[src/can_pkg.sv]
package can_pkg;
  // register indexes on the plain port
  localparam logic [3:0] A_PIN_MODE = 4'h0;
  localparam logic [3:0] A_TIMING_ONE = 4'h1;
  localparam logic [3:0] A_TIMING_TWO = 4'h2;
  localparam logic [3:0] A_PRESCALER = 4'h3;
  localparam logic [3:0] A_MODULE_CFG = 4'h4;
  localparam logic [3:0] A_ERR_STATUS = 4'h5;
  localparam logic [3:0] A_TX_COUNT = 4'h6;
  localparam logic [3:0] A_RX_COUNT = 4'h7;
  // reset values
  localparam logic [7:0] MCR_RESET = 8'h80;
  localparam logic [7:0] REG_RESET = 8'h00;
  // field positions
  localparam int MCR_HALT = 7;
  localparam int MCR_FREEZE = 6;
  localparam int MCR_TEST = 5;
  localparam int C0_BUSOFF_MASK = 7;
  localparam int C0_ERROR_MASK = 6;
  localparam int C1_ARB_ORDER = 7;
  localparam int C1_PROP_LSB = 0;
  localparam int C2_JUMP_LSB = 6;
  localparam int C2_PS1_LSB = 3;
  localparam int C2_PS2_LSB = 0;
  localparam int ES_PROC_LSB = 6;
  localparam int ES_STATE_LSB = 4;
  localparam int ES_SLOW = 3;
  localparam int ES_BUSOFF = 2;
  localparam int ES_ERROR = 1;
  // fault confinement figures
  localparam logic [7:0] ERR_STEP = 8'h08;
  localparam logic [7:0] PASSIVE_LEVEL = 8'h80;
  localparam logic [7:0] ACTIVE_LEVEL = 8'h7f;
  localparam logic [7:0] RX_PRESET_MIN = 8'h77;
  localparam logic [7:0] RX_PRESET_MAX = 8'h7f;
  localparam logic [7:0] RECOVERY_RUNS = 8'h80;
  localparam logic [3:0] RUN_LAST_BIT = 4'ha;
  localparam logic [3:0] SUSPEND_BITS = 4'h8;
  // timing figures
  localparam logic [1:0] PROC_ONE_CLOCK = 2'h3;
  localparam logic [1:0] PROC_OTHER = 2'h2;
  localparam logic [2:0] PS2_LATE_TX = 3'h2;
  localparam logic [12:0] SLOW_BIT_CLOCKS = 13'h00a;
  typedef enum logic [1:0] {
    ERR_ACTIVE = 2'b00,
    ERR_PASSIVE = 2'b01,
    BUS_OFF = 2'b10
  } fault_state_t;
endpackage

[src/can_bt_if.sv]
interface can_bt_if;
  logic run;
  logic [7:0] prescale;
  logic [2:0] prop;
  logic [2:0] ps1;
  logic [2:0] ps2;
  logic [1:0] jump_width;
  logic rx;
  logic tq_en;
  logic sample;
  logic rx_bit;
  logic tx_point;
  modport timing (
    input run, prescale, prop, ps1, ps2, jump_width, rx,
    output tq_en, sample, rx_bit, tx_point
  );
  modport core (
    output run, prescale, prop, ps1, ps2, jump_width, rx,
    input tq_en, sample, rx_bit, tx_point
  );
endinterface

[src/can_bit_timing.sv]
module can_bit_timing
  import can_pkg::*;
(
  // clock and reset
  input wire logic clock,
  input wire logic rst,
  // configuration and bus level
  can_bt_if.timing bt
);
  typedef enum logic [1:0] {
    SEG_SYNC = 2'b00,
    SEG_ONE = 2'b01,
    SEG_TWO = 2'b10
  } seg_t;
  seg_t seg_q;
  logic [7:0] div_q;
  logic [4:0] cnt_q;
  logic [4:0] len_q;
  logic rx_prev_q;
  logic edge_q;
  logic tq_q;
  logic sample_q;
  logic bit_q;
  logic txp_q;
  logic tick;
  logic [4:0] jump;
  logic [4:0] len1;
  logic [4:0] len2;
  logic [4:0] phase_err;
  logic [4:0] len_one;
  logic [4:0] len_two;
  logic at_sample;
  assign tick = bt.run && div_q == bt.prescale;
  assign jump = {3'h0, bt.jump_width} + 5'h01;
  assign len1 = {2'h0, bt.prop} + {2'h0, bt.ps1} + 5'h02;
  assign len2 = {2'h0, bt.ps2} + 5'h01;
  assign phase_err = cnt_q + 5'h01;
  // RULE23 late edge lengthens segment one
  assign len_one = !edge_q ? len_q :
    len_q + ((phase_err < jump) ? phase_err : jump);
  assign len_two = edge_q ? len_q - jump : len_q;
  assign at_sample = seg_q == SEG_ONE && cnt_q + 5'h01 == len_one;

  // RULE1 quantum prescaler
  always_ff @(posedge clock) begin
    if (rst || !bt.run || tick) begin
      div_q <= 8'h00;
    end else begin
      div_q <= div_q + 8'h01;
    end
  end

  // an edge between quanta is kept for the next one; set wins
  always_ff @(posedge clock) begin
    if (rst) begin
      rx_prev_q <= 1'b1;
      edge_q <= 1'b0;
    end else begin
      rx_prev_q <= bt.rx;
      if (rx_prev_q && !bt.rx) begin
        edge_q <= 1'b1;
      end else if (tick) begin
        edge_q <= 1'b0;
      end
    end
  end

  // RULE22 sync, then segment one, then segment two
  always_ff @(posedge clock) begin
    if (rst || !bt.run) begin
      seg_q <= SEG_SYNC;
      cnt_q <= 5'h00;
      len_q <= 5'h00;
    end else if (tick) begin
      case (seg_q)
        SEG_SYNC: begin
          seg_q <= SEG_ONE;
          cnt_q <= 5'h00;
          len_q <= len1;
        end
        SEG_ONE: begin
          if (at_sample) begin
            seg_q <= SEG_TWO;
            cnt_q <= 5'h00;
            len_q <= len2;
          end else begin
            cnt_q <= cnt_q + 5'h01;
            len_q <= len_one;
          end
        end
        SEG_TWO: begin
          // RULE23 early edge shortens or restarts
          if (edge_q && len_q - cnt_q <= jump) begin
            seg_q <= SEG_ONE;
            cnt_q <= 5'h00;
            len_q <= len1;
          end else if (cnt_q + 5'h01 >= len_two) begin
            seg_q <= SEG_SYNC;
            cnt_q <= 5'h00;
          end else begin
            cnt_q <= cnt_q + 5'h01;
            len_q <= len_two;
          end
        end
        default: seg_q <= SEG_SYNC;
      endcase
    end
  end

  always_ff @(posedge clock) begin
    if (rst) begin
      tq_q <= 1'b0;
      sample_q <= 1'b0;
      bit_q <= 1'b1;
      txp_q <= 1'b0;
    end else begin
      tq_q <= tick;
      sample_q <= tick && at_sample;
      if (tick && at_sample) begin
        bit_q <= bt.rx;
      end
      // RULE4 one quantum late when segment two field is two
      txp_q <= tick && (bt.ps2 == PS2_LATE_TX ?
        (seg_q == SEG_ONE && cnt_q == 5'h00) : seg_q == SEG_SYNC);
    end
  end

  assign bt.tq_en = tq_q;
  assign bt.sample = sample_q;
  assign bt.rx_bit = bit_q;
  assign bt.tx_point = txp_q;
endmodule

[src/can_bit_timing_fault_confinement.sv]
// Summary of operation
// RULE1 - quantum clock is system clock divided by the 8-bit prescaler
// RULE2 - software never sets segment two to zero at one clock per quantum
// RULE3 - processing time is three quanta at one clock, two otherwise
// RULE4 - segment two field of two moves transmit one quantum late
// RULE5 - under ten clocks per bit, early start of frame may beat us
// RULE6 - software keeps a bit time at nine clocks or more
// RULE7 - two 8-bit counters: up by 8 or 1, down by 1, floor 0
// RULE8 - counters writable only in test, freeze or halt
// RULE9 - either counter at 128 or more gives error passive
// RULE10 - both counters at 127 or less return to error active
// RULE11 - transmit count beyond 255 gives bus off and clears it
// RULE12 - bus off counts 128 runs of 11 recessive bits, then active
// RULE13 - dominant bit before 11 recessive clears the run counter
// RULE14 - receive count above 127 holds, then loads preset on success
// RULE15 - flags by state, suspend when passive, silent when bus off
// RULE16 - lone node acknowledge errors reach passive but never bus off
// RULE17 - software initialises modes, timing, prescaler, buffers, masks
// RULE18 - software sets interrupt level then per-source masks
// RULE19 - clearing halt last starts synchronising to the bus
// RULE20 - software deactivates a buffer before preparing it
// RULE21 - bus off and error flags in status, masks in pin mode
// RULE22 - bit is sync plus propagation, phase one and phase two
// RULE23 - resynchronise by at most the jump width on falling edges
//
// The plain strobed port and the address map were chosen for this implementation.
module can_bit_timing_fault_confinement
  import can_pkg::*;
#(
  parameter logic [7:0] RX_LOAD = RX_PRESET_MIN
) (
  // clock and reset
  input wire logic clock,
  input wire logic rst,
  // register port
  input wire logic [3:0] addr,
  input wire logic [7:0] wdata,
  input wire logic wr,
  input wire logic rd,
  output logic [7:0] rdata_q,
  // bus pins
  input wire logic rx_pin,
  output logic tx_pin_q,
  // protocol engine requests and events
  input wire logic tx_bit,
  input wire logic flag_bit,
  input wire logic tx_err_ev,
  input wire logic tx_ack_err_ev,
  input wire logic tx_ok_ev,
  input wire logic tx_end_ev,
  input wire logic rx_err_ev,
  input wire logic rx_err8_ev,
  input wire logic rx_ok_ev,
  // timing and state to the protocol engine
  output logic sample_q,
  output logic rx_bit_q,
  output logic tx_point_q,
  output logic tx_permit_q,
  output fault_state_t fault_confinement_state_q,
  // masked interrupt requests
  output logic busoff_req_q,
  output logic error_req_q
);
  if (RX_LOAD < RX_PRESET_MIN || RX_LOAD > RX_PRESET_MAX) begin : g_chk
    $error("RX_LOAD outside the receive preset range");
  end

  logic [7:0] pin_mode_control_q;
  logic [7:0] timing_control_one_q;
  logic [7:0] timing_control_two_q;
  logic [7:0] quantum_prescaler_q;
  logic [7:0] module_config_register_q;
  logic [7:0] transmit_error_counter_q;
  logic [7:0] transmit_error_counter_d;
  logic [7:0] receive_error_counter_q;
  logic [7:0] receive_error_counter_d;
  fault_state_t state_d;
  logic [3:0] run_q;
  logic [3:0] run_d;
  logic [3:0] suspend_q;
  logic busoff_flag_q;
  logic error_flag_q;
  logic rx_meta_q;
  logic rx_sync_q;
  logic running;
  logic count_wr;
  logic busoff_ev;
  logic passive_ev;
  logic status_wr;
  logic [8:0] tx_up;
  logic [1:0] info_processing_time;
  logic [4:0] bit_quanta;
  logic [12:0] bit_clocks;
  logic [7:0] status_word;

  can_bt_if bt();

  can_bit_timing u_timing (
    .clock(clock),
    .rst(rst),
    .bt(bt.timing)
  );

  // RULE19 halt clear lets the timing run
  assign running = !module_config_register_q[MCR_HALT];
  assign bt.run = running;
  assign bt.prescale = quantum_prescaler_q;
  assign bt.prop = timing_control_one_q[C1_PROP_LSB +: 3];
  assign bt.ps1 = timing_control_two_q[C2_PS1_LSB +: 3];
  assign bt.ps2 = timing_control_two_q[C2_PS2_LSB +: 3];
  assign bt.jump_width = timing_control_two_q[C2_JUMP_LSB +: 2];
  assign bt.rx = rx_sync_q;
  assign sample_q = bt.sample;
  assign rx_bit_q = bt.rx_bit;
  assign tx_point_q = bt.tx_point;

  // RULE8 counter writes only while stopped or testing
  assign count_wr = module_config_register_q[MCR_HALT] ||
    module_config_register_q[MCR_FREEZE] ||
    module_config_register_q[MCR_TEST];
  assign status_wr = wr && addr == A_ERR_STATUS;

  // RULE3 processing time from the prescaler
  assign info_processing_time = quantum_prescaler_q == 8'h00 ?
    PROC_ONE_CLOCK : PROC_OTHER;
  assign bit_quanta = {2'h0, bt.prop} + {2'h0, bt.ps1} +
    {2'h0, bt.ps2} + 5'h04;
  // RULE5 short bits are only reported, arbitration may be missed
  assign bit_clocks = 13'(({5'h00, quantum_prescaler_q} + 13'h0001) *
    {8'h00, bit_quanta});

  // bus level crosses in from the pin
  always_ff @(posedge clock) begin
    if (rst) begin
      rx_meta_q <= 1'b1;
      rx_sync_q <= 1'b1;
    end else begin
      rx_meta_q <= rx_pin;
      rx_sync_q <= rx_meta_q;
    end
  end

  // configuration registers
  always_ff @(posedge clock) begin
    if (rst) begin
      pin_mode_control_q <= REG_RESET;
      timing_control_one_q <= REG_RESET;
      timing_control_two_q <= REG_RESET;
      quantum_prescaler_q <= REG_RESET;
      module_config_register_q <= MCR_RESET;
    end else if (wr) begin
      case (addr)
        A_PIN_MODE: pin_mode_control_q <= wdata;
        A_TIMING_ONE: timing_control_one_q <= wdata;
        A_TIMING_TWO: timing_control_two_q <= wdata;
        A_PRESCALER: quantum_prescaler_q <= wdata;
        A_MODULE_CFG: module_config_register_q <= wdata;
        default: ;
      endcase
    end
  end

  // error counting and state transitions
  always_comb begin
    transmit_error_counter_d = transmit_error_counter_q;
    receive_error_counter_d = receive_error_counter_q;
    state_d = fault_confinement_state_q;
    run_d = run_q;
    busoff_ev = 1'b0;
    tx_up = {1'b0, transmit_error_counter_q} + {1'b0, ERR_STEP};
    if (fault_confinement_state_q == BUS_OFF) begin
      if (bt.sample) begin
        if (!bt.rx_bit) begin
          // RULE13 dominant bit restarts the run only
          run_d = 4'h0;
        end else if (run_q == RUN_LAST_BIT) begin
          // RULE12 eleven recessive bits make one run
          run_d = 4'h0;
          transmit_error_counter_d = transmit_error_counter_q + 8'h01;
          if (transmit_error_counter_d == RECOVERY_RUNS) begin
            state_d = ERR_ACTIVE;
            transmit_error_counter_d = 8'h00;
            receive_error_counter_d = 8'h00;
          end
        end else begin
          run_d = run_q + 4'h1;
        end
      end
    end else begin
      // RULE16 passive node ignores acknowledge errors
      if (tx_err_ev ||
          (tx_ack_err_ev && fault_confinement_state_q == ERR_ACTIVE)) begin
        // RULE11 overflow means bus off
        if (tx_up[8]) begin
          state_d = BUS_OFF;
          transmit_error_counter_d = 8'h00;
          busoff_ev = 1'b1;
        end else begin
          // RULE7 step of eight
          transmit_error_counter_d = tx_up[7:0];
        end
      end else if (tx_ok_ev && transmit_error_counter_q != 8'h00) begin
        transmit_error_counter_d = transmit_error_counter_q - 8'h01;
      end
      // RULE14 hold at or above passive level, preset on success
      if (receive_error_counter_q > ACTIVE_LEVEL) begin
        if (rx_ok_ev) begin
          receive_error_counter_d = RX_LOAD;
        end
      end else if (rx_err8_ev) begin
        receive_error_counter_d = receive_error_counter_q + ERR_STEP;
      end else if (rx_err_ev) begin
        receive_error_counter_d = receive_error_counter_q + 8'h01;
      end else if (rx_ok_ev && receive_error_counter_q != 8'h00) begin
        // RULE7 never below zero
        receive_error_counter_d = receive_error_counter_q - 8'h01;
      end
    end
    // RULE8 software load overrides while allowed
    if (wr && count_wr && addr == A_TX_COUNT) begin
      transmit_error_counter_d = wdata;
    end
    if (wr && count_wr && addr == A_RX_COUNT) begin
      receive_error_counter_d = wdata;
    end
    // RULE9 RULE10 passive and active levels
    if (state_d != BUS_OFF) begin
      if (transmit_error_counter_d >= PASSIVE_LEVEL ||
          receive_error_counter_d >= PASSIVE_LEVEL) begin
        state_d = ERR_PASSIVE;
      end else begin
        state_d = ERR_ACTIVE;
      end
    end
    passive_ev = fault_confinement_state_q == ERR_ACTIVE &&
      state_d == ERR_PASSIVE;
  end

  // RULE7 counters clear at reset
  always_ff @(posedge clock) begin
    if (rst) begin
      transmit_error_counter_q <= 8'h00;
      receive_error_counter_q <= 8'h00;
      fault_confinement_state_q <= ERR_ACTIVE;
      run_q <= 4'h0;
    end else begin
      transmit_error_counter_q <= transmit_error_counter_d;
      receive_error_counter_q <= receive_error_counter_d;
      fault_confinement_state_q <= state_d;
      run_q <= run_d;
    end
  end

  // RULE21 sticky flags, write one to clear, a new event wins
  always_ff @(posedge clock) begin
    if (rst) begin
      busoff_flag_q <= 1'b0;
      error_flag_q <= 1'b0;
      busoff_req_q <= 1'b0;
      error_req_q <= 1'b0;
    end else begin
      busoff_flag_q <= busoff_ev ||
        (busoff_flag_q && !(status_wr && wdata[ES_BUSOFF]));
      error_flag_q <= passive_ev ||
        (error_flag_q && !(status_wr && wdata[ES_ERROR]));
      busoff_req_q <= busoff_flag_q && pin_mode_control_q[C0_BUSOFF_MASK];
      error_req_q <= error_flag_q && pin_mode_control_q[C0_ERROR_MASK];
    end
  end

  // RULE15 silent when bus off, passive flags stay recessive
  always_ff @(posedge clock) begin
    if (rst) begin
      tx_pin_q <= 1'b1;
    end else if (fault_confinement_state_q == BUS_OFF || !running) begin
      tx_pin_q <= 1'b1;
    end else if (bt.tx_point) begin
      tx_pin_q <= (flag_bit &&
        fault_confinement_state_q == ERR_PASSIVE) ? 1'b1 : tx_bit;
    end
  end

  // RULE15 passive transmitter waits eight bits after its frame
  always_ff @(posedge clock) begin
    if (rst) begin
      suspend_q <= 4'h0;
      tx_permit_q <= 1'b0;
    end else begin
      if (tx_end_ev && fault_confinement_state_q == ERR_PASSIVE) begin
        suspend_q <= SUSPEND_BITS;
      end else if (bt.sample && suspend_q != 4'h0) begin
        suspend_q <= suspend_q - 4'h1;
      end
      tx_permit_q <= running && suspend_q == 4'h0 &&
        fault_confinement_state_q != BUS_OFF;
    end
  end

  always_comb begin
    status_word = 8'h00;
    status_word[ES_PROC_LSB +: 2] = info_processing_time;
    status_word[ES_STATE_LSB +: 2] = fault_confinement_state_q;
    status_word[ES_SLOW] = bit_clocks < SLOW_BIT_CLOCKS;
    status_word[ES_BUSOFF] = busoff_flag_q;
    status_word[ES_ERROR] = error_flag_q;
  end

  // read data only in the cycle after the strobe
  always_ff @(posedge clock) begin
    if (rst || !rd) begin
      rdata_q <= 8'h00;
    end else begin
      case (addr)
        A_PIN_MODE: rdata_q <= pin_mode_control_q;
        A_TIMING_ONE: rdata_q <= timing_control_one_q;
        A_TIMING_TWO: rdata_q <= timing_control_two_q;
        A_PRESCALER: rdata_q <= quantum_prescaler_q;
        A_MODULE_CFG: rdata_q <= module_config_register_q;
        A_ERR_STATUS: rdata_q <= status_word;
        A_TX_COUNT: rdata_q <= transmit_error_counter_q;
        A_RX_COUNT: rdata_q <= receive_error_counter_q;
        default: rdata_q <= 8'h00;
      endcase
    end
  end
endmodule

[config.mk]
export PLATFORM = sky130hd
export DESIGN_NAME = can_bit_timing_fault_confinement
export DESIGN_NICKNAME = d
export VERILOG_FILES = /design/src/can_pkg.sv /design/src/can_bt_if.sv /design/src/can_bit_timing.sv /design/src/can_bit_timing_fault_confinement.sv
export SDC_FILE = /design/constraint.sdc
export NUM_CORES = 1
export LEC_CHECK = 0
export ABC_AREA = 1
export BUFFER_PORTS_ARGS = -buffer_cell sky130_fd_sc_hd__buf_4
export CORE_ASPECT_RATIO = 1.4
export CORE_UTILIZATION = 50
export CTS_CLUSTER_SIZE = 12
export DETAILED_ROUTE_END_ITERATION = 10
export HOLD_SLACK_MARGIN = 0.06
export PLACE_DENSITY = 0.7
export REMOVE_ABC_BUFFERS = 1
export SYNTH_ARGS = -nofsm -noshare
export SYNTH_HDL_FRONTEND = slang
export SYNTH_SLANG_ARGS = --single-unit
[constraint.sdc]
create_clock -name clock -period 4.9 [get_ports clock]
set_clock_uncertainty 0.1 [all_clocks]
set_input_delay 0.735 -clock clock [delete_from_list [all_inputs] [get_ports clock]]
set_output_delay 0.735 -clock clock [all_outputs]
set_load 0.01 [all_outputs]
==> tab_implementation.tex <==
\begin{tabular}{lr}
\hline
Metric & Value \\
\hline
\multicolumn{2}{l}{\textbf{Power and ir drop}} \\
Tot Pwr & roughly 0.0021 W \\
Worst-case vdd ir drop & roughly 0.16 mV \\
Areal power density over the cells & around 210 nW/µm² \\
Static leakage power & around 4.4 nW \\
\multicolumn{2}{l}{\textbf{Setup path}} \\
Arrival time of data at the critical path endpoint & around 5.3 ns \\
Critical path, cell by cell & ha\_4 > fa\_1 > ha\_1 > ha\_2 > inv\_2 > fa\_2 > buf\_4 > nor2\_2 > fa\_1 > fa\_1 > inv\_1 > fa\_1 > inv\_1 > ha\_4 > a21o\_1 > a31oi\_1 > nand2\_1 > o21bai\_1 > nand2\_1 > inv\_1 > nand4\_1 > a21oi\_2 \\
Slowest Stage Delay on Critical Path & 0.63 ns \\
Crit path launch type & flop \\
Crit path max fanout & 6 \\
Internal reg-to-reg setup slack & -0.21 ns \\
Startpoint of the lowest-slack register-to-register path & timing\_control\_one\_q[0]\$\_SDFFE\_PP0P\_ \\
Critical path class & reg2reg \\
Most numerous cell on the critical path & sky130\_fd\_sc\_hd\_\_fa\_1 \\
Required arrival time at the worst endpoint & 5.09 ns \\
Kind of end point of the critical path & flop \\
Worst reg2reg path endpoint & rdata\_q[3]\$\_SDFF\_PP0\_ \\
Worst R2R Path Depth & 22 \\
Slowest cell on crit path & sky130\_fd\_sc\_hd\_\_fa\_2 \\
\multicolumn{2}{l}{\textbf{Placement}} \\
Port-buffer cells & 42 \\
Minimum setup slack after placement & -0.686 ns \\
HPWL after DPL & about 20 mm \\
Placer Congestion & 0.957 \\
\multicolumn{2}{l}{\textbf{GRT}} \\
First-pass GRT wire length & between 40 and 50 mm \\
Antenna violations before repair & 0 \\
Total grt overflow & 0 \\
Combined global-route utilization of all metal layers & 28.8\% \\
Via count of the first global-routing pass & approximately 8,600 \\
Largest net degree at the start of global routing & between 40 and 50 \\
\multicolumn{2}{l}{\textbf{Flow run}} \\
Max-capacitance violation count & 0 \\
\multicolumn{2}{l}{\textbf{Hold path}} \\
Worst Hold Launch & rx\_meta\_q\$\_SDFF\_PP1\_ \\
Endpoint, Worst Hold & bt.rx\$\_SDFF\_PP1\_ \\
Hold depth & 1 \\
Worst hold path class & reg2reg \\
\multicolumn{2}{l}{\textbf{Yosys}} \\
Post-synthesis adder-cell area fraction & approximately 16\% \\
Share of the synthesized netlist area taken by xor and xnor gates & roughly 4.3\% \\
Share of the synthesized area in the top cell type & 24.2\% \\
Ys Warns & 0 \\
Number of synthesized register bits & around 110 \\
Count of cell types in the netlist & 56 \\
Combinational family with the most area after synthesis & simple AND/OR/NAND/NOR gates \\
Library cell occupying the most area in the post-synthesis netlist & sky130\_fd\_sc\_hd\_\_dfxtp\_1 \\
Fraction of the mapped netlist area in compound gates & around 17\% \\
Cells taking the most area after synthesis & sky130\_fd\_sc\_hd\_\_dfxtp\_1, sky130\_fd\_sc\_hd\_\_ha\_1, sky130\_fd\_sc\_hd\_\_nand2\_1 \\
Post-synthesis cell area & between 8000 and 9000 µm² \\
Synthesized netlist cell count & roughly 1,300 \\
Multiplexer fraction of the synthesized cell area & 0\% \\
Most used flip-flop cell after synthesis & sky130\_fd\_sc\_hd\_\_dfxtp\_1 \\
Number of enable flip-flop cells after synthesis & 0 \\
Proportion of synthesized chip area in sequential cells & 24.2\% \\
Average cell area after synthesis & 6.83 µm² \\
Simple-gate portion of the synthesized area & 27.4\% \\
Synth async-reset ratio & 0\% \\
\multicolumn{2}{l}{\textbf{Timing}} \\
Transition time at the pin with the least slew margin & 1.27 ns \\
Min setup slack post-route & -0.215 ns \\
Hold violation count in the final report & 0 \\
RSZ-0062 raised after global routing & yes \\
Share of the clock period used by the worst path after layout & 104\% \\
Maximum clock frequency & $\sim$0.20 GHz \\
Worst rel slew slack & between 10\% and 20\% \\
Max Transition Viols Final & 0 \\
Final setup fails & 1 \\
Tmin final & around 5.1 ns \\
\multicolumn{2}{l}{\textbf{Die}} \\
Row count & 57 \\
Die height & about 160 µm \\
Die Footprint & between 15,000 and 20,000 µm² \\
Die X-Extent & 114 µm \\
Initial standard-cell utilization of the core & between 50 and 60\% \\
Core region area & 17,300 µm² \\
Count of pins on the block boundary & 43 \\
\multicolumn{2}{l}{\textbf{Route}} \\
Length of the first detailed-routing pass in iterations & 5 \\
Routed WL per cell & 15.9 µm \\
Total routed wirelength & around 25 mm \\
Vias & just under 9,000 \\
Vias per std cell & roughly 5.6 \\
Antenna violation net count after detailed routing & 0 \\
Number of design rule violations left after detail routing & 0 \\
First-iteration detailed-routing DRC count & between 400 and 500 \\
\multicolumn{2}{l}{\textbf{CTS}} \\
Hold\_buf cts & 0 \\
Clock tree from TritonCTS & yes \\
Root Driver & sky130\_fd\_sc\_hd\_\_clkbuf\_16 \\
Reg clk slew, reported paths & 0.08 ns \\
Later-pin clock latency in the skew report & approximately 0.35 ns \\
H-tree levels & 3 \\
Maximum count of clock buffers along a single path & 2 \\
Clock sink count & approximately 110 \\
TritonCTS buffer count & 9 \\
\multicolumn{2}{l}{\textbf{Finish}} \\
Most common cell after layout, fill and taps aside & sky130\_fd\_sc\_hd\_\_nand2\_1 \\
Fill cell instance count of the final layout & between 1,500 and 2,000 \\
Area occupied by registers & around 2100 µm² \\
Nets@finish & about 1,500 \\
Synth-to-Final Area Change & 13.3\% \\
Final Util & around 58\% \\
Proportion of layout cells with a drive suffix above 1 & between 10\% and 20\% \\
Number of inserted diodes & 0 \\
Most used cells in the layout excluding fill and tap cells & sky130\_fd\_sc\_hd\_\_nand2\_1, sky130\_fd\_sc\_hd\_\_inv\_1, sky130\_fd\_sc\_hd\_\_dfxtp\_1 \\
Area taken by multi-input logic gates & about 6000 µm² \\
\multicolumn{2}{l}{\textbf{Outcome}} \\
Violated checks & negative setup slack \\
Result of the run & finished, violations left \\
\hline
\end{tabular}
-- metrics by stage --
step           cells  cell area (µm²)  TNS, ns  hold slack (ns)
6_report        1591            10000   -0.215            0.322
4_1_cts         1591            10000   -0.252            0.318
5_1_grt         1591            10000   -0.490            0.324
2_1_floorplan   1268             8740   -0.418            0.289
3_5_place_dp    1572             9540   -0.686            0.302
3_3_place_gp    1572             9540   -0.555            0.293
-- sequential cells by signal, summed over array words and instances, names as in the netlist, 5 cells and up, named ones only --
register	cells
u_timing.cnt_q	5
u_timing.div_q	8
module_config_register_q	8
pin_mode_control_q	8
rdata_q	8
timing_control_one_q	8
timing_control_two_q	8
u_timing.len_q	5
bt.prescale	8
-- worst max-delay path: cells and delay by family (launching register included) --
family,cells,cell delay [ns]
DFF,1,0.34
and+or+nand+nor,4,0.30
AOI/OAI and AO/OA,4,0.55
buffers and inverters,5,0.37
adders and majority gates,9,3.38
-- Yosys cell counts (15+ instances only) --
library cell / n
sky130_fd_sc_hd__a21oi_1: 102
sky130_fd_sc_hd__nor3_1: 15
sky130_fd_sc_hd__nor2_1: 105
sky130_fd_sc_hd__inv_2: 17
sky130_fd_sc_hd__nand2_1: 241
sky130_fd_sc_hd__nand4_1: 24
sky130_fd_sc_hd__nand3_1: 98
sky130_fd_sc_hd__inv_1: 194
sky130_fd_sc_hd__o21ai_0: 89
sky130_fd_sc_hd__o22ai_1: 25
sky130_fd_sc_hd__dfxtp_1: 107
sky130_fd_sc_hd__clkbuf_1: 21
sky130_fd_sc_hd__nor2_2: 15
sky130_fd_sc_hd__xor2_1: 29
sky130_fd_sc_hd__fa_1: 25
sky130_fd_sc_hd__ha_1: 76
-- worst max-delay path by stage --
stage	startpoint	to	slack [ns]
6_report	timing_control_one_q[0]$_SDFFE_PP0P_	rdata_q[3]$_SDFF_PP0_	-0.21
5_1_grt	timing_control_two_q[3]$_SDFFE_PP0P_	rdata_q[3]$_SDFF_PP0_	-0.49
4_1_cts	timing_control_two_q[3]$_SDFFE_PP0P_	rdata_q[3]$_SDFF_PP0_	-0.25
3_5_place_dp	timing_control_one_q[0]$_SDFFE_PP0P_	rdata_q[3]$_SDFF_PP0_	-0.69
3_3_place_gp	timing_control_one_q[0]$_SDFFE_PP0P_	rdata_q[3]$_SDFF_PP0_	-0.56
2_1_floorplan	timing_control_one_q[0]$_SDFFE_PP0P_	rdata_q[3]$_SDFF_PP0_	-0.42
-- report_power, final --
group          total (W)  switching, W  internal (W)
combinational   0.000446      0.000281      0.000166
clock           0.000695      0.000347      0.000349
sequential      0.000953     0.0000528      0.000900
total            0.00209      0.000680       0.00141
-- cell families (layout without fill, tap and decap cells) --
logic type      after synthesis  in the layout
buf+inv                     241            299
xor+xnor                     42             42
other cells                   1              1
compound gates              268            268
simple gates                537            537
flops                       107            107
fa+ha+maj                   101            101
-- layout make-up --
cell class	count	area share (%)
Multi-Input combinational cell	949	59.6
Sequential cell	107	21.4
Inverter	212	7.95
Timing Repair Buffer	71	5.35
Tap cell	236	2.94
Clock buffer	9	2.24
Clock inverter	7	0.536
-- routing by layer --
| layer | vias to the layer above | global-route usage, % | wire (µm) |
|---|---|---|---|
| li1 | 4386 | - | - |
| met1 | 4109 | 31.8 | 9760 |
| met2 | 273 | 52.1 | 13100 |
| met3 | 91 | 3.69 | 1140 |
| met4 | 0 | 16.2 | 1300 |
| met5 | - | 0 | 0 |
-- repair_timing --
| item | in CTS | in global routing |
|---|---|---|
| setup buffers | 3 | 0 |
| setup endpoints to repair | 1 | 1 |
| resized for setup | 41 | 3 |
| pin swaps | 44 | 6 |
(Power assumes the default switching activity.)
